[config.mk]
export PLATFORM = sky130hd
export DESIGN_NAME = i2c_status_flag_tracker
export DESIGN_NICKNAME = d
export VERILOG_FILES = /design/src/logic/i2c_flag_pkg.sv /design/src/logic/i2c_line_sync.sv /design/src/logic/i2c_status_flag_tracker.sv
export VERILOG_INCLUDE_DIRS = /design/src /design/src/logic
export SDC_FILE = /design/constraint.sdc
export NUM_CORES = 1
export LEC_CHECK = 0
export BUFFER_PORTS_ARGS = -buffer_cell sky130_fd_sc_hd__buf_2
export CAP_MARGIN = 15
export CORE_MARGIN = 5
export CORE_UTILIZATION = 40
export DETAILED_ROUTE_END_ITERATION = 8
export GPL_TIMING_DRIVEN = 0
export MAX_ROUTING_LAYER = met4
export REMOVE_ABC_BUFFERS = 1
export SLEW_MARGIN = 10
export SYNTH_ARGS = -nofsm -noshare
export SYNTH_HDL_FRONTEND = slang
export SYNTH_SLANG_ARGS = --single-unit
[constraint.sdc]
create_clock -name sys_clk_i -period 3.45 [get_ports sys_clk_i]
set_input_delay 0.1725 -clock sys_clk_i [delete_from_list [all_inputs] [get_ports sys_clk_i]]
set_output_delay 0.1725 -clock sys_clk_i [all_outputs]
set_load 0.01 [all_outputs]
[src/logic/i2c_flag_params.svh]
// Constants for the two-wire status flag tracker
`ifndef I2C_FLAG_PARAMS_SVH
`define I2C_FLAG_PARAMS_SVH

// =====================================================
// Bit counting within a byte
`define CLK_CNT_W      4
`define CLK_CNT_IDLE   4'h0
`define CLK_CNT_FIRST  4'h1
`define CLK_CNT_DIR    4'h8
`define CLK_CNT_ACK    4'h9

// =====================================================
// Bus line reset levels (idle bus is high)
`define LINE_RST_LVL   2'h3
`define LINE_SCL_IDX   0
`define LINE_SDA_IDX   1
`define LINE_CNT       2

`endif

[src/logic/i2c_flag_pkg.sv]
// Types shared by the two-wire status flag tracker
`default_nettype none
`include "i2c_flag_params.svh"

package i2c_flag_pkg;

   // =====================================================
   // Status flags as seen by software
   typedef struct packed {
      logic master_active_flag;
      logic arb_lost_flag;
      logic xmit_recv_flag;
      logic ack_seen_flag;
      logic start_seen_flag;
      logic stop_seen_flag;
   } status_flags_t;

   // =====================================================
   // Line sampler state
   typedef struct packed {
      logic [`LINE_CNT-1:0] meta;
      logic [`LINE_CNT-1:0] sync;
      logic [`LINE_CNT-1:0] prev;
   } line_sync_t;

   // =====================================================
   // Tracker state
   typedef struct packed {
      status_flags_t             flags;
      logic                      stop_armed;
      logic                      dir_bit;
      logic [`CLK_CNT_W-1:0]     clk_cnt;
      logic                      first_byte;
      logic                      sda_out;
      logic                      sda_oe;
   } tracker_t;

endpackage : i2c_flag_pkg
`default_nettype wire

[src/logic/i2c_line_sync.sv]
// Two-flop synchroniser and edge finder for the bus lines
`timescale 1ns/1ps
`default_nettype none
`include "i2c_flag_params.svh"

module i2c_line_sync (
   // Clock and reset
   input  wire logic                  sys_clk_i,
   input  wire logic                  rst_n_i,
   // Raw lines
   input  wire logic [`LINE_CNT-1:0]  line_i,
   // Synchronised level and edges
   output logic      [`LINE_CNT-1:0]  level_o,
   output logic      [`LINE_CNT-1:0]  rise_o,
   output logic      [`LINE_CNT-1:0]  fall_o
);
   import i2c_flag_pkg::*;

   line_sync_t q;
   line_sync_t d;

   always_comb begin
      d      = q;
      d.meta = line_i;
      d.sync = q.meta;
      d.prev = q.sync;
   end

   always_ff @(posedge sys_clk_i or negedge rst_n_i) begin
      if (!rst_n_i) begin
         q <= '{meta: `LINE_RST_LVL, sync: `LINE_RST_LVL, prev: `LINE_RST_LVL};
      end else begin
         q <= d;
      end
   end

   // =====================================================
   // Edges compare second stage against its delayed copy
   genvar i;
   generate
      for (i = 0; i < `LINE_CNT; i++) begin : g_edge
         assign level_o[i] = q.sync[i];
         assign rise_o[i]  = q.sync[i] & ~q.prev[i];
         assign fall_o[i]  = ~q.sync[i] & q.prev[i];
      end
   endgenerate

endmodule : i2c_line_sync
`default_nettype wire

[src/logic/i2c_status_flag_tracker.sv]
// Direction, ack, start and stop flag tracking for one two-wire bus unit
`timescale 1ns/1ps
`default_nettype none
`include "i2c_flag_params.svh"

module i2c_status_flag_tracker (
   // Clock and reset
   input  wire logic                         sys_clk_i,
   input  wire logic                         rst_n_i,
   // Bus lines
   input  wire logic                         serial_clock_line_i,
   input  wire logic                         serial_data_line_i,
   output logic                              serial_data_line_o,
   output logic                              serial_data_line_oe_o,
   // Core controls
   input  wire logic                         unit_on_bit_i,
   input  wire logic                         leave_comm_cmd_i,
   input  wire logic                         wait_release_cmd_i,
   input  wire logic                         start_gen_i,
   input  wire logic                         arb_loss_i,
   input  wire logic                         status_read_i,
   input  wire logic                         slave_selected_i,
   input  wire logic                         shift_out_bit_i,
   // Status
   output i2c_flag_pkg::status_flags_t       status_o
);
   import i2c_flag_pkg::*;

   tracker_t q;
   tracker_t d;

   logic [`LINE_CNT-1:0] line_lvl;
   logic [`LINE_CNT-1:0] line_rise;
   logic [`LINE_CNT-1:0] line_fall;

   // =====================================================
   // Line sampling
   i2c_line_sync u_sync (
      .sys_clk_i (sys_clk_i),
      .rst_n_i   (rst_n_i),
      .line_i    ({serial_data_line_i, serial_clock_line_i}),
      .level_o   (line_lvl),
      .rise_o    (line_rise),
      .fall_o    (line_fall)
   );

   logic start_det;
   logic stop_det;
   logic scl_rise;
   logic sda_lvl;
   logic dir_clk;
   logic ninth_clk;
   logic next_first;
   logic arb_rise;

   assign scl_rise   = line_rise[`LINE_SCL_IDX];
   assign sda_lvl    = line_lvl[`LINE_SDA_IDX];
   assign start_det  = line_lvl[`LINE_SCL_IDX] & line_fall[`LINE_SDA_IDX];
   assign stop_det   = line_lvl[`LINE_SCL_IDX] & line_rise[`LINE_SDA_IDX];
   assign dir_clk    = scl_rise & (q.clk_cnt == (`CLK_CNT_DIR - `CLK_CNT_FIRST));
   assign ninth_clk  = scl_rise & (q.clk_cnt == (`CLK_CNT_ACK - `CLK_CNT_FIRST));
   assign next_first = scl_rise & (q.clk_cnt == `CLK_CNT_ACK);

   // =====================================================
   // Flag logic
   always_comb begin
      d        = q;
      arb_rise = 1'b0;

      // Clock counting within a frame
      if (start_det) begin
         d.clk_cnt    = `CLK_CNT_IDLE;
         d.first_byte = 1'b1;
      end else if (scl_rise) begin
         if (q.clk_cnt == `CLK_CNT_ACK) begin
            d.clk_cnt    = `CLK_CNT_FIRST;
            d.first_byte = 1'b0;
         end else begin
            d.clk_cnt = q.clk_cnt + `CLK_CNT_FIRST;
         end
      end
      if (dir_clk && q.first_byte) begin
         d.dir_bit = sda_lvl;
      end

      // Arbitration loss; set wins over the read clear
      if (status_read_i) begin
         d.flags.arb_lost_flag = 1'b0;
      end
      if (arb_loss_i && q.flags.master_active_flag) begin
         d.flags.arb_lost_flag = 1'b1;
      end
      // A loss counts as setting even when the flag already reads 1
      arb_rise = arb_loss_i & q.flags.master_active_flag;

      // Master status
      if (stop_det || leave_comm_cmd_i || arb_rise) begin
         d.flags.master_active_flag = 1'b0;
      end
      if (start_gen_i) begin
         d.flags.master_active_flag = 1'b1;
      end

      // Direction flag clears
      if (stop_det || leave_comm_cmd_i || wait_release_cmd_i || arb_rise) begin
         d.flags.xmit_recv_flag = 1'b0;
      end
      if (start_det && !q.flags.master_active_flag) begin
         d.flags.xmit_recv_flag = 1'b0;
      end
      // Direction decided at the first byte's ninth clock
      if (ninth_clk && q.first_byte) begin
         if (q.flags.master_active_flag) begin
            d.flags.xmit_recv_flag = ~q.dir_bit;
         end else begin
            d.flags.xmit_recv_flag = q.dir_bit & slave_selected_i;
         end
      end
      // Arbitration loss beats the ninth-clock decision
      if (arb_rise) begin
         d.flags.xmit_recv_flag = 1'b0;
      end

      // Ack flag
      if (stop_det || next_first || leave_comm_cmd_i) begin
         d.flags.ack_seen_flag = 1'b0;
      end
      if (ninth_clk && !sda_lvl) begin
         d.flags.ack_seen_flag = 1'b1;
      end

      // Start flag
      if (stop_det || (next_first && q.first_byte) || leave_comm_cmd_i) begin
         d.flags.start_seen_flag = 1'b0;
      end
      if (start_det) begin
         d.flags.start_seen_flag = 1'b1;
      end

      // Stop flag, cleared at the first address clock after a start
      if (scl_rise && q.stop_armed && q.clk_cnt == `CLK_CNT_IDLE) begin
         d.flags.stop_seen_flag = 1'b0;
         d.stop_armed           = 1'b0;
      end
      if (start_det && q.flags.stop_seen_flag) begin
         d.stop_armed = 1'b1;
      end
      if (stop_det) begin
         d.flags.stop_seen_flag = 1'b1;
         d.stop_armed           = 1'b0;
      end

      // Unit off holds every flag clear
      if (!unit_on_bit_i) begin
         d.flags      = '0;
         d.stop_armed = 1'b0;
      end

      // Data line drive follows the direction flag
      d.sda_oe  = d.flags.xmit_recv_flag;
      d.sda_out = shift_out_bit_i;
   end

   always_ff @(posedge sys_clk_i or negedge rst_n_i) begin
      if (!rst_n_i) begin
         q <= '0;
      end else begin
         q <= d;
      end
   end

   // Read-only status view
   assign status_o              = q.flags;
   assign serial_data_line_o    = q.sda_out;
   assign serial_data_line_oe_o = q.sda_oe;
endmodule : i2c_status_flag_tracker
`default_nettype wire

==> flow_metrics.py, run 1 <==
metrics = {
    "clock_network": {
        "clock_latency_ps": 300,
        "cts_tree": "yes",
        "clockBufferDepth": 2,
        "numCtsBuffers": 3,
        "htreeDepth": 1,
        "root_buffer": "clkbuf_4",
        "clk_pin_slew_ps": 110,
        "cts_sinks": 20,
    },
    "die": {
        "start_util": 0.4218,
        "num_rows": 17,
        "die_w_um": 58.53,
        "die_y_um": 58.53,
        "io_pins": 20,
        "die_area_sq_um": 3426,
        "core_area_sq_um": 2233,
    },
    "drt": {
        "drc": 0,
        "vias": 677,
        "drt_wl_total_um": 1697,
        "antenna_violating_nets_post_route": 0,
        "drt_first_pass_iters": 4,
        "drtIter0Drc": 13,
        "viasPerCell": 5.129,
        "wl_per_cell_um": 12.86,
    },
    "final_layout": {
        "final_cell_mix": "19 x buf_2, 14 x dfrtp_1",
        "fin_area_sq_um": 1104,
        "final_util": 0.4941,
        "syn_to_final_growth_pct": 17.13,
        "stdcell_count": 132,
        "layout_commonest_cell": "buf_2",
        "drive_gt1_frac": 0.3173,
        "final_net_count": 120,
        "antenna_cells": 0,
    },
    "global_route": {
        "antenna_found_initial": 0,
        "grt_use_total": 0.1232,
        "grt_first_pass_wirelength_um": 3049,
        "overflow": 0,
        "grt_max_degree": 21,
        "grt_pass1_vias": 703,
    },
    "place": {
        "portBuffers": 19,
        "placed_cell_area_sq_um": 1011,
        "dpl.cell_count": 124,
        "dpl.hpwl_um": 1254,
        "routabilityCongestion": 0.8491,
    },
    "setup_path": {
        "slowest_delay_ps": 560,
        "rr_worst_depth": 4,
        "endpoint_kind": "flip-flop",
        "crit_arrival_ps": 1710,
        "cp_top_family": "simple AND/OR/NAND/NOR gates",
        "worstPathCellList": "and2b_2 -> nand2_1 -> or3b_1 -> a21oi_2",
        "worstPathRequired_ps": 3690,
        "slowest_stage": "dfstp_2",
        "cp.depth": 4,
        "path_buf_inv": 0,
        "worst_setup_path_start_kind": "flip-flop",
        "criticalPathCategory": "flip-flop to flip-flop",
        "worst-path-max-fanout": 13,
    },
    "timing": {
        "slew_violations": 0,
        "min_period_ps": 1475,
        "fin_worst_skew_ps": 0.9816,
        "tightest_slew_ps": 424.0,
        "finalSetupViolations": 0,
        "rsz0062_at_grt": "false",
        "post-route-period-util": 0.4275,
        "relSlewSlack": 0.7174,
        "setup_tns_ps": 0,
        "fmax_ghz": 0.6780,
        "hold_violations": 0,
    },
    "yosys": {
        "ys_seq_area_frac": 0.5392,
        "netlist_instances": 85,
        "synth_area_sq_um": 942.2,
        "synth_warnings": 0,
        "ys_ff_latch": 20,
        "synth_cell_types": 31,
        "syn_area_per_cell_sq_um": 11.08,
    },
    "pwr": {
        "p_per_area_nw_per_um2": 497.6,
        "max-vdd-ir-drop_v": 0.0003018,
        "leakagePower_uw": 0.0004961,
        "swShare": 0.2486,
        "p_int_uw": 412.6,
        "combPwrFrac": 0.145,
        "seqPwrFrac": 0.512,
        "pwr-share-clk": 0.343,
        "switching_power_uw": 136.5,
    },
    "job": {
        "drv_cap": 0,
    },
    "worst_hold_path": {
        "hold_path_depth": 3,
        "hp-class": "input port to flip-flop",
    },
    "run_status": {
        "status": "complete, no violations",
    },
}
[routing by layer]
metal	part of all wire	track usage	up-vias
li1	-	-	330
met1	0.45	0.1403	326
met2	0.49	0.1994	16
met3	0.047	0.04605	5
met4	0.012	0.03974	0
met5	0	-	-
[flip-flops by register name, indices dropped and copies added, names as in the netlist]
register / flops
u_sync.q: 2
u_sync.d: 2
serial_data_line_o: 1
q: 7
status_o: 5
u_sync.level_o: 2
serial_data_line_oe_o: 1
[worst register-to-register path, stage by stage, from the launching register on]
cell and delay [ps]:
dfstp_2 560, and2b_2 270, nand2_1 100, or3b_1 370, a21oi_2 120
[cells in the mapped netlist]
master	n	share of area
nand2b_1	2	0.013
nand3_1	3	0.016
nor2_1	1	0.0040
buf_6	1	0.012
or3b_1	1	0.0093
nand2_1	6	0.024
ha_1	3	0.040
dfstp_2	6	0.17
nand4_1	6	0.040
inv_1	4	0.016
a21o_1	1	0.0080
and2b_2	1	0.0093
o211ai_1	1	0.0080
o21ai_0	2	0.011
o31ai_1	1	0.0080
nand4b_1	1	0.0093
nor2b_1	6	0.040
nand2_2	1	0.0066
buf_4	6	0.048
mux2_1	1	0.012
dfrtp_1	14	0.37
o21bai_1	1	0.0080
and3b_1	1	0.0093
a21oi_2	1	0.0093
nor2b_2	1	0.0093
clkbuf_2	1	0.0053
a32oi_1	1	0.0093
a31oi_1	4	0.027
a21oi_1	2	0.011
a21boi_0	3	0.024
nand3b_1	2	0.016
[per-stage QoR]
stage          total power [uW]  setup slack, ps  hold slack (ps)
2_1_floorplan             332.7             2081           -123.1
3_3_place_gp              359.5             2007            140.3
3_5_place_dp              362.2             1986            137.5
4_1_cts                   558.1             1959            95.47
5_1_grt                   588.4             1884            107.3
6_report                  549.1             1975            106.5
[logic make-up after synthesis]
group | share of synthesized area
multiplexers | 0.01195
buffers and inverters | 0.08100
AO/OA/AOI/OAI | 0.1222
flip-flops | 0.5392
adder cells (fa/ha/maj) | 0.03984
AND/OR/NAND/NOR | 0.2058
[cell type report]
| class | count | area (sq um) |
|---|---|---|
| well taps | 28 | 35.03 |
| inverters | 4 | 15.01 |
| clock inverters | 1 | 30.03 |
| repair buffers | 23 | 135.1 |
| flip-flops and latches | 20 | 508.0 |
| multi-input cells | 53 | 357.8 |
| fillers | 211 | 1130 |
| clock buffers | 3 | 22.52 |
[power groups by stage]
stage	clock [uW]	combinational, uW	sequential, uW
CTS	197	80.8	281
floorplan	0	52.0	281
detailed placement	0	76.8	285
global route	210	92.7	286
global placement	0	75.9	284
finish	188	79.8	281
[what timing repair did]
| item | CTS | global route |
|---|---|---|
| endpoints found under the hold margin | 17 | 0 |
| hold buffers | 4 | 0 |
| resized for setup | 0 | 0 |
| setup buffers | 0 | 0 |
| endpoints found under the setup margin | 0 | 0 |
[worst paths after layout]
path	start	to	slack, ps
min in group asynchronous	rst_n_i	q[4]	320
hold reg to reg	u_sync.d[2]	u_sync.level_o[0]	360
max in group asynchronous	rst_n_i	u_sync.d[2]	2790
hold / removal	start_gen_i	status_o[5]	110
setup reg to reg	u_sync.level_o[0]	q[5]	1980
setup / recovery	u_sync.level_o[0]	q[5]	1980
Note: power is estimated with default switching activity, not from simulation.
==> run 2, diff against run 1 <==
==> constraint.sdc (replaced) <==
create_clock -name sys_clk_i -period 1.3 [get_ports sys_clk_i]
set_input_delay 0.065 -clock sys_clk_i [delete_from_list [all_inputs] [get_ports sys_clk_i]]
set_output_delay 0.065 -clock sys_clk_i [all_outputs]
set_load 0.01 [all_outputs]
==> flow_metrics.py, run 2 (synthesis results as in run 1) <==
metrics = {
    "place": {
        "dpl.cell_count": 124,
        "place_ws_ps": -163.5,
        "portBuffers": 19,
        "placed_cell_area_sq_um": 1011,
        "routabilityCongestion": 0.8491,
        "dpl.hpwl_um": 1254,
    },
    "setup_path": {
        "crit_end": "q[5]",
        "crit_arrival_ps": 1600,
        "worst_setup_path_start_kind": "flip-flop",
        "worst-path-max-fanout": 6,
        "worstPathRequired_ps": 1550,
        "rr_worst_depth": 4,
        "criticalPathCategory": "flip-flop to flip-flop",
        "r2r-start": "u_sync.level_o[0]",
        "endpoint_kind": "flip-flop",
        "r2r_end": "q[5]",
        "worstSetupStartpoint": "u_sync.level_o[0]",
        "r2r_slack_ps": -50,
    },
    "timing": {
        "relSlewSlack": 0.7171,
        "fin_worst_skew_ps": 1.075,
        "post-route-period-util": 1.041,
        "min_period_ps": 1353,
        "hold_violations": 0,
        "rsz0062_at_grt": "true",
        "tightest_slew_ps": 424.4,
        "worst_slack_ps": -52.87,
        "slew_violations": 0,
        "finalSetupViolations": 1,
        "fmax_ghz": 0.7392,
    },
    "clock_network": {
        "root_buffer": "clkbuf_4",
        "numCtsBuffers": 3,
        "cts_tree": "yes",
        "clock_latency_ps": 310,
        "cts_sinks": 20,
        "clockBufferDepth": 2,
        "clk_pin_slew_ps": 110,
        "htreeDepth": 1,
    },
    "drt": {
        "vias": 713,
        "drt_wl_total_um": 1823,
        "drc": 0,
        "drtIter0Drc": 16,
        "viasPerCell": 5.021,
        "drt_first_pass_iters": 4,
        "wl_per_cell_um": 12.84,
        "antenna_violating_nets_post_route": 0,
    },
    "final_layout": {
        "stdcell_count": 142,
        "largest_register_ffs": 7,
        "fin_area_sq_um": 1201,
        "final_net_count": 130,
        "antenna_cells": 0,
        "layout_commonest_cell": "buf_2",
        "top_register": "q",
        "final_util": 0.5378,
        "final_cell_mix": "19 x buf_2, 13 x dfrtp_1, 9 x buf_4",
        "drive_gt1_frac": 0.4298,
        "syn_to_final_growth_pct": 27.49,
    },
    "die": {
        "core_area_sq_um": 2233,
        "num_rows": 17,
        "start_util": 0.4218,
        "die_area_sq_um": 3426,
        "die_y_um": 58.53,
        "die_w_um": 58.53,
        "io_pins": 20,
    },
    "global_route": {
        "grt_first_pass_wirelength_um": 3160,
        "grt_max_degree": 21,
        "antenna_found_initial": 0,
        "grt_use_total": 0.1284,
        "grt_pass1_vias": 712,
        "overflow": 0,
    },
    "pwr": {
        "leakagePower_uw": 0.0005511,
        "switching_power_uw": 387.0,
        "seqPwrFrac": 0.485,
        "combPwrFrac": 0.182,
        "p_total_uw": 1531,
        "p_per_area_nw_per_um2": 1274,
        "swShare": 0.2528,
        "p_int_uw": 1144,
        "max-vdd-ir-drop_v": 0.0008075,
        "pwr-share-clk": 0.333,
    },
    "worst_hold_path": {
        "hp-class": "input port to flip-flop",
    },
    "job": {
        "drv_cap": 0,
    },
    "run_status": {
        "violations": "negative setup slack",
        "status": "finished, violations left",
    },
}
-- run 2: power by group through the flow --
stage | Sequential [uW] | Clock (uW) | Combinational, uW
finish | 742 | 510 | 278
global route | 754 | 559 | 317
CTS | 739 | 522 | 256
detailed placement | 758 | 0 | 204
global placement | 753 | 0 | 201
floorplan | 745 | 0 | 138
-- run 2: stage by stage --
| step | hold slack (ps) | TNS [ps] |
|---|---|---|
| detailed placement | 29.97 | -342.1 |
| finish | 19.55 | -52.87 |
| global route | 8.959 | -329.6 |
| global placement | 32.82 | -280.6 |
| floorplan | -230.6 | -68.69 |
| CTS | 24.83 | -60.71 |
-- run 2: worst max-delay path, stage by stage (launching register included) --
cell and delay, ps:
dfstp_2 560, and2b_4 180, nand2_1 70, or3b_1 360, a21oi_2 120
-- run 2: worst min path at each step --
stage                                 end          startpoint  depth (start not counted)
finish                        status_o[4]       status_read_i                          3
global route                  status_o[4]       status_read_i                          3
CTS                 serial_data_line_oe_o  wait_release_cmd_i                          4
detailed placement                   q[4]             rst_n_i                          1
global placement                     q[4]             rst_n_i                          1
floorplan                            q[2]             rst_n_i                          0
-- run 2: layer usage --
layer  share of wire  vias to the layer above  wire, um  GRT usage
li1                -                      352         -          -
met1            0.41                      338       753     0.1485
met2            0.51                       18       921     0.2073
met3           0.062                        5       113    0.04605
met4           0.019                        0        34    0.03974
met5               0                        -         0          -
-- run 2: cell type report --
| type | count | area [sq um] |
|---|---|---|
| fill | 204 | 1032 |
| inverter | 4 | 15.01 |
| multi-input combinational | 53 | 376.6 |
| sequential | 20 | 509.2 |
| clock inverter | 1 | 30.03 |
| clock buffer | 3 | 22.52 |
| tap | 28 | 35.03 |
| timing repair buffer | 33 | 212.7 |
-- run 2: what timing repair did --
| item | in CTS | in global routing |
|---|---|---|
| pin swaps | 2 | 7 |
| buffers inserted | 5 | 4 |
| endpoints found under the setup margin | 6 | 10 |
| resized for setup | 5 | 6 |
| hold buffers | 5 | 0 |
| hold endpoints to repair | 18 | 0 |
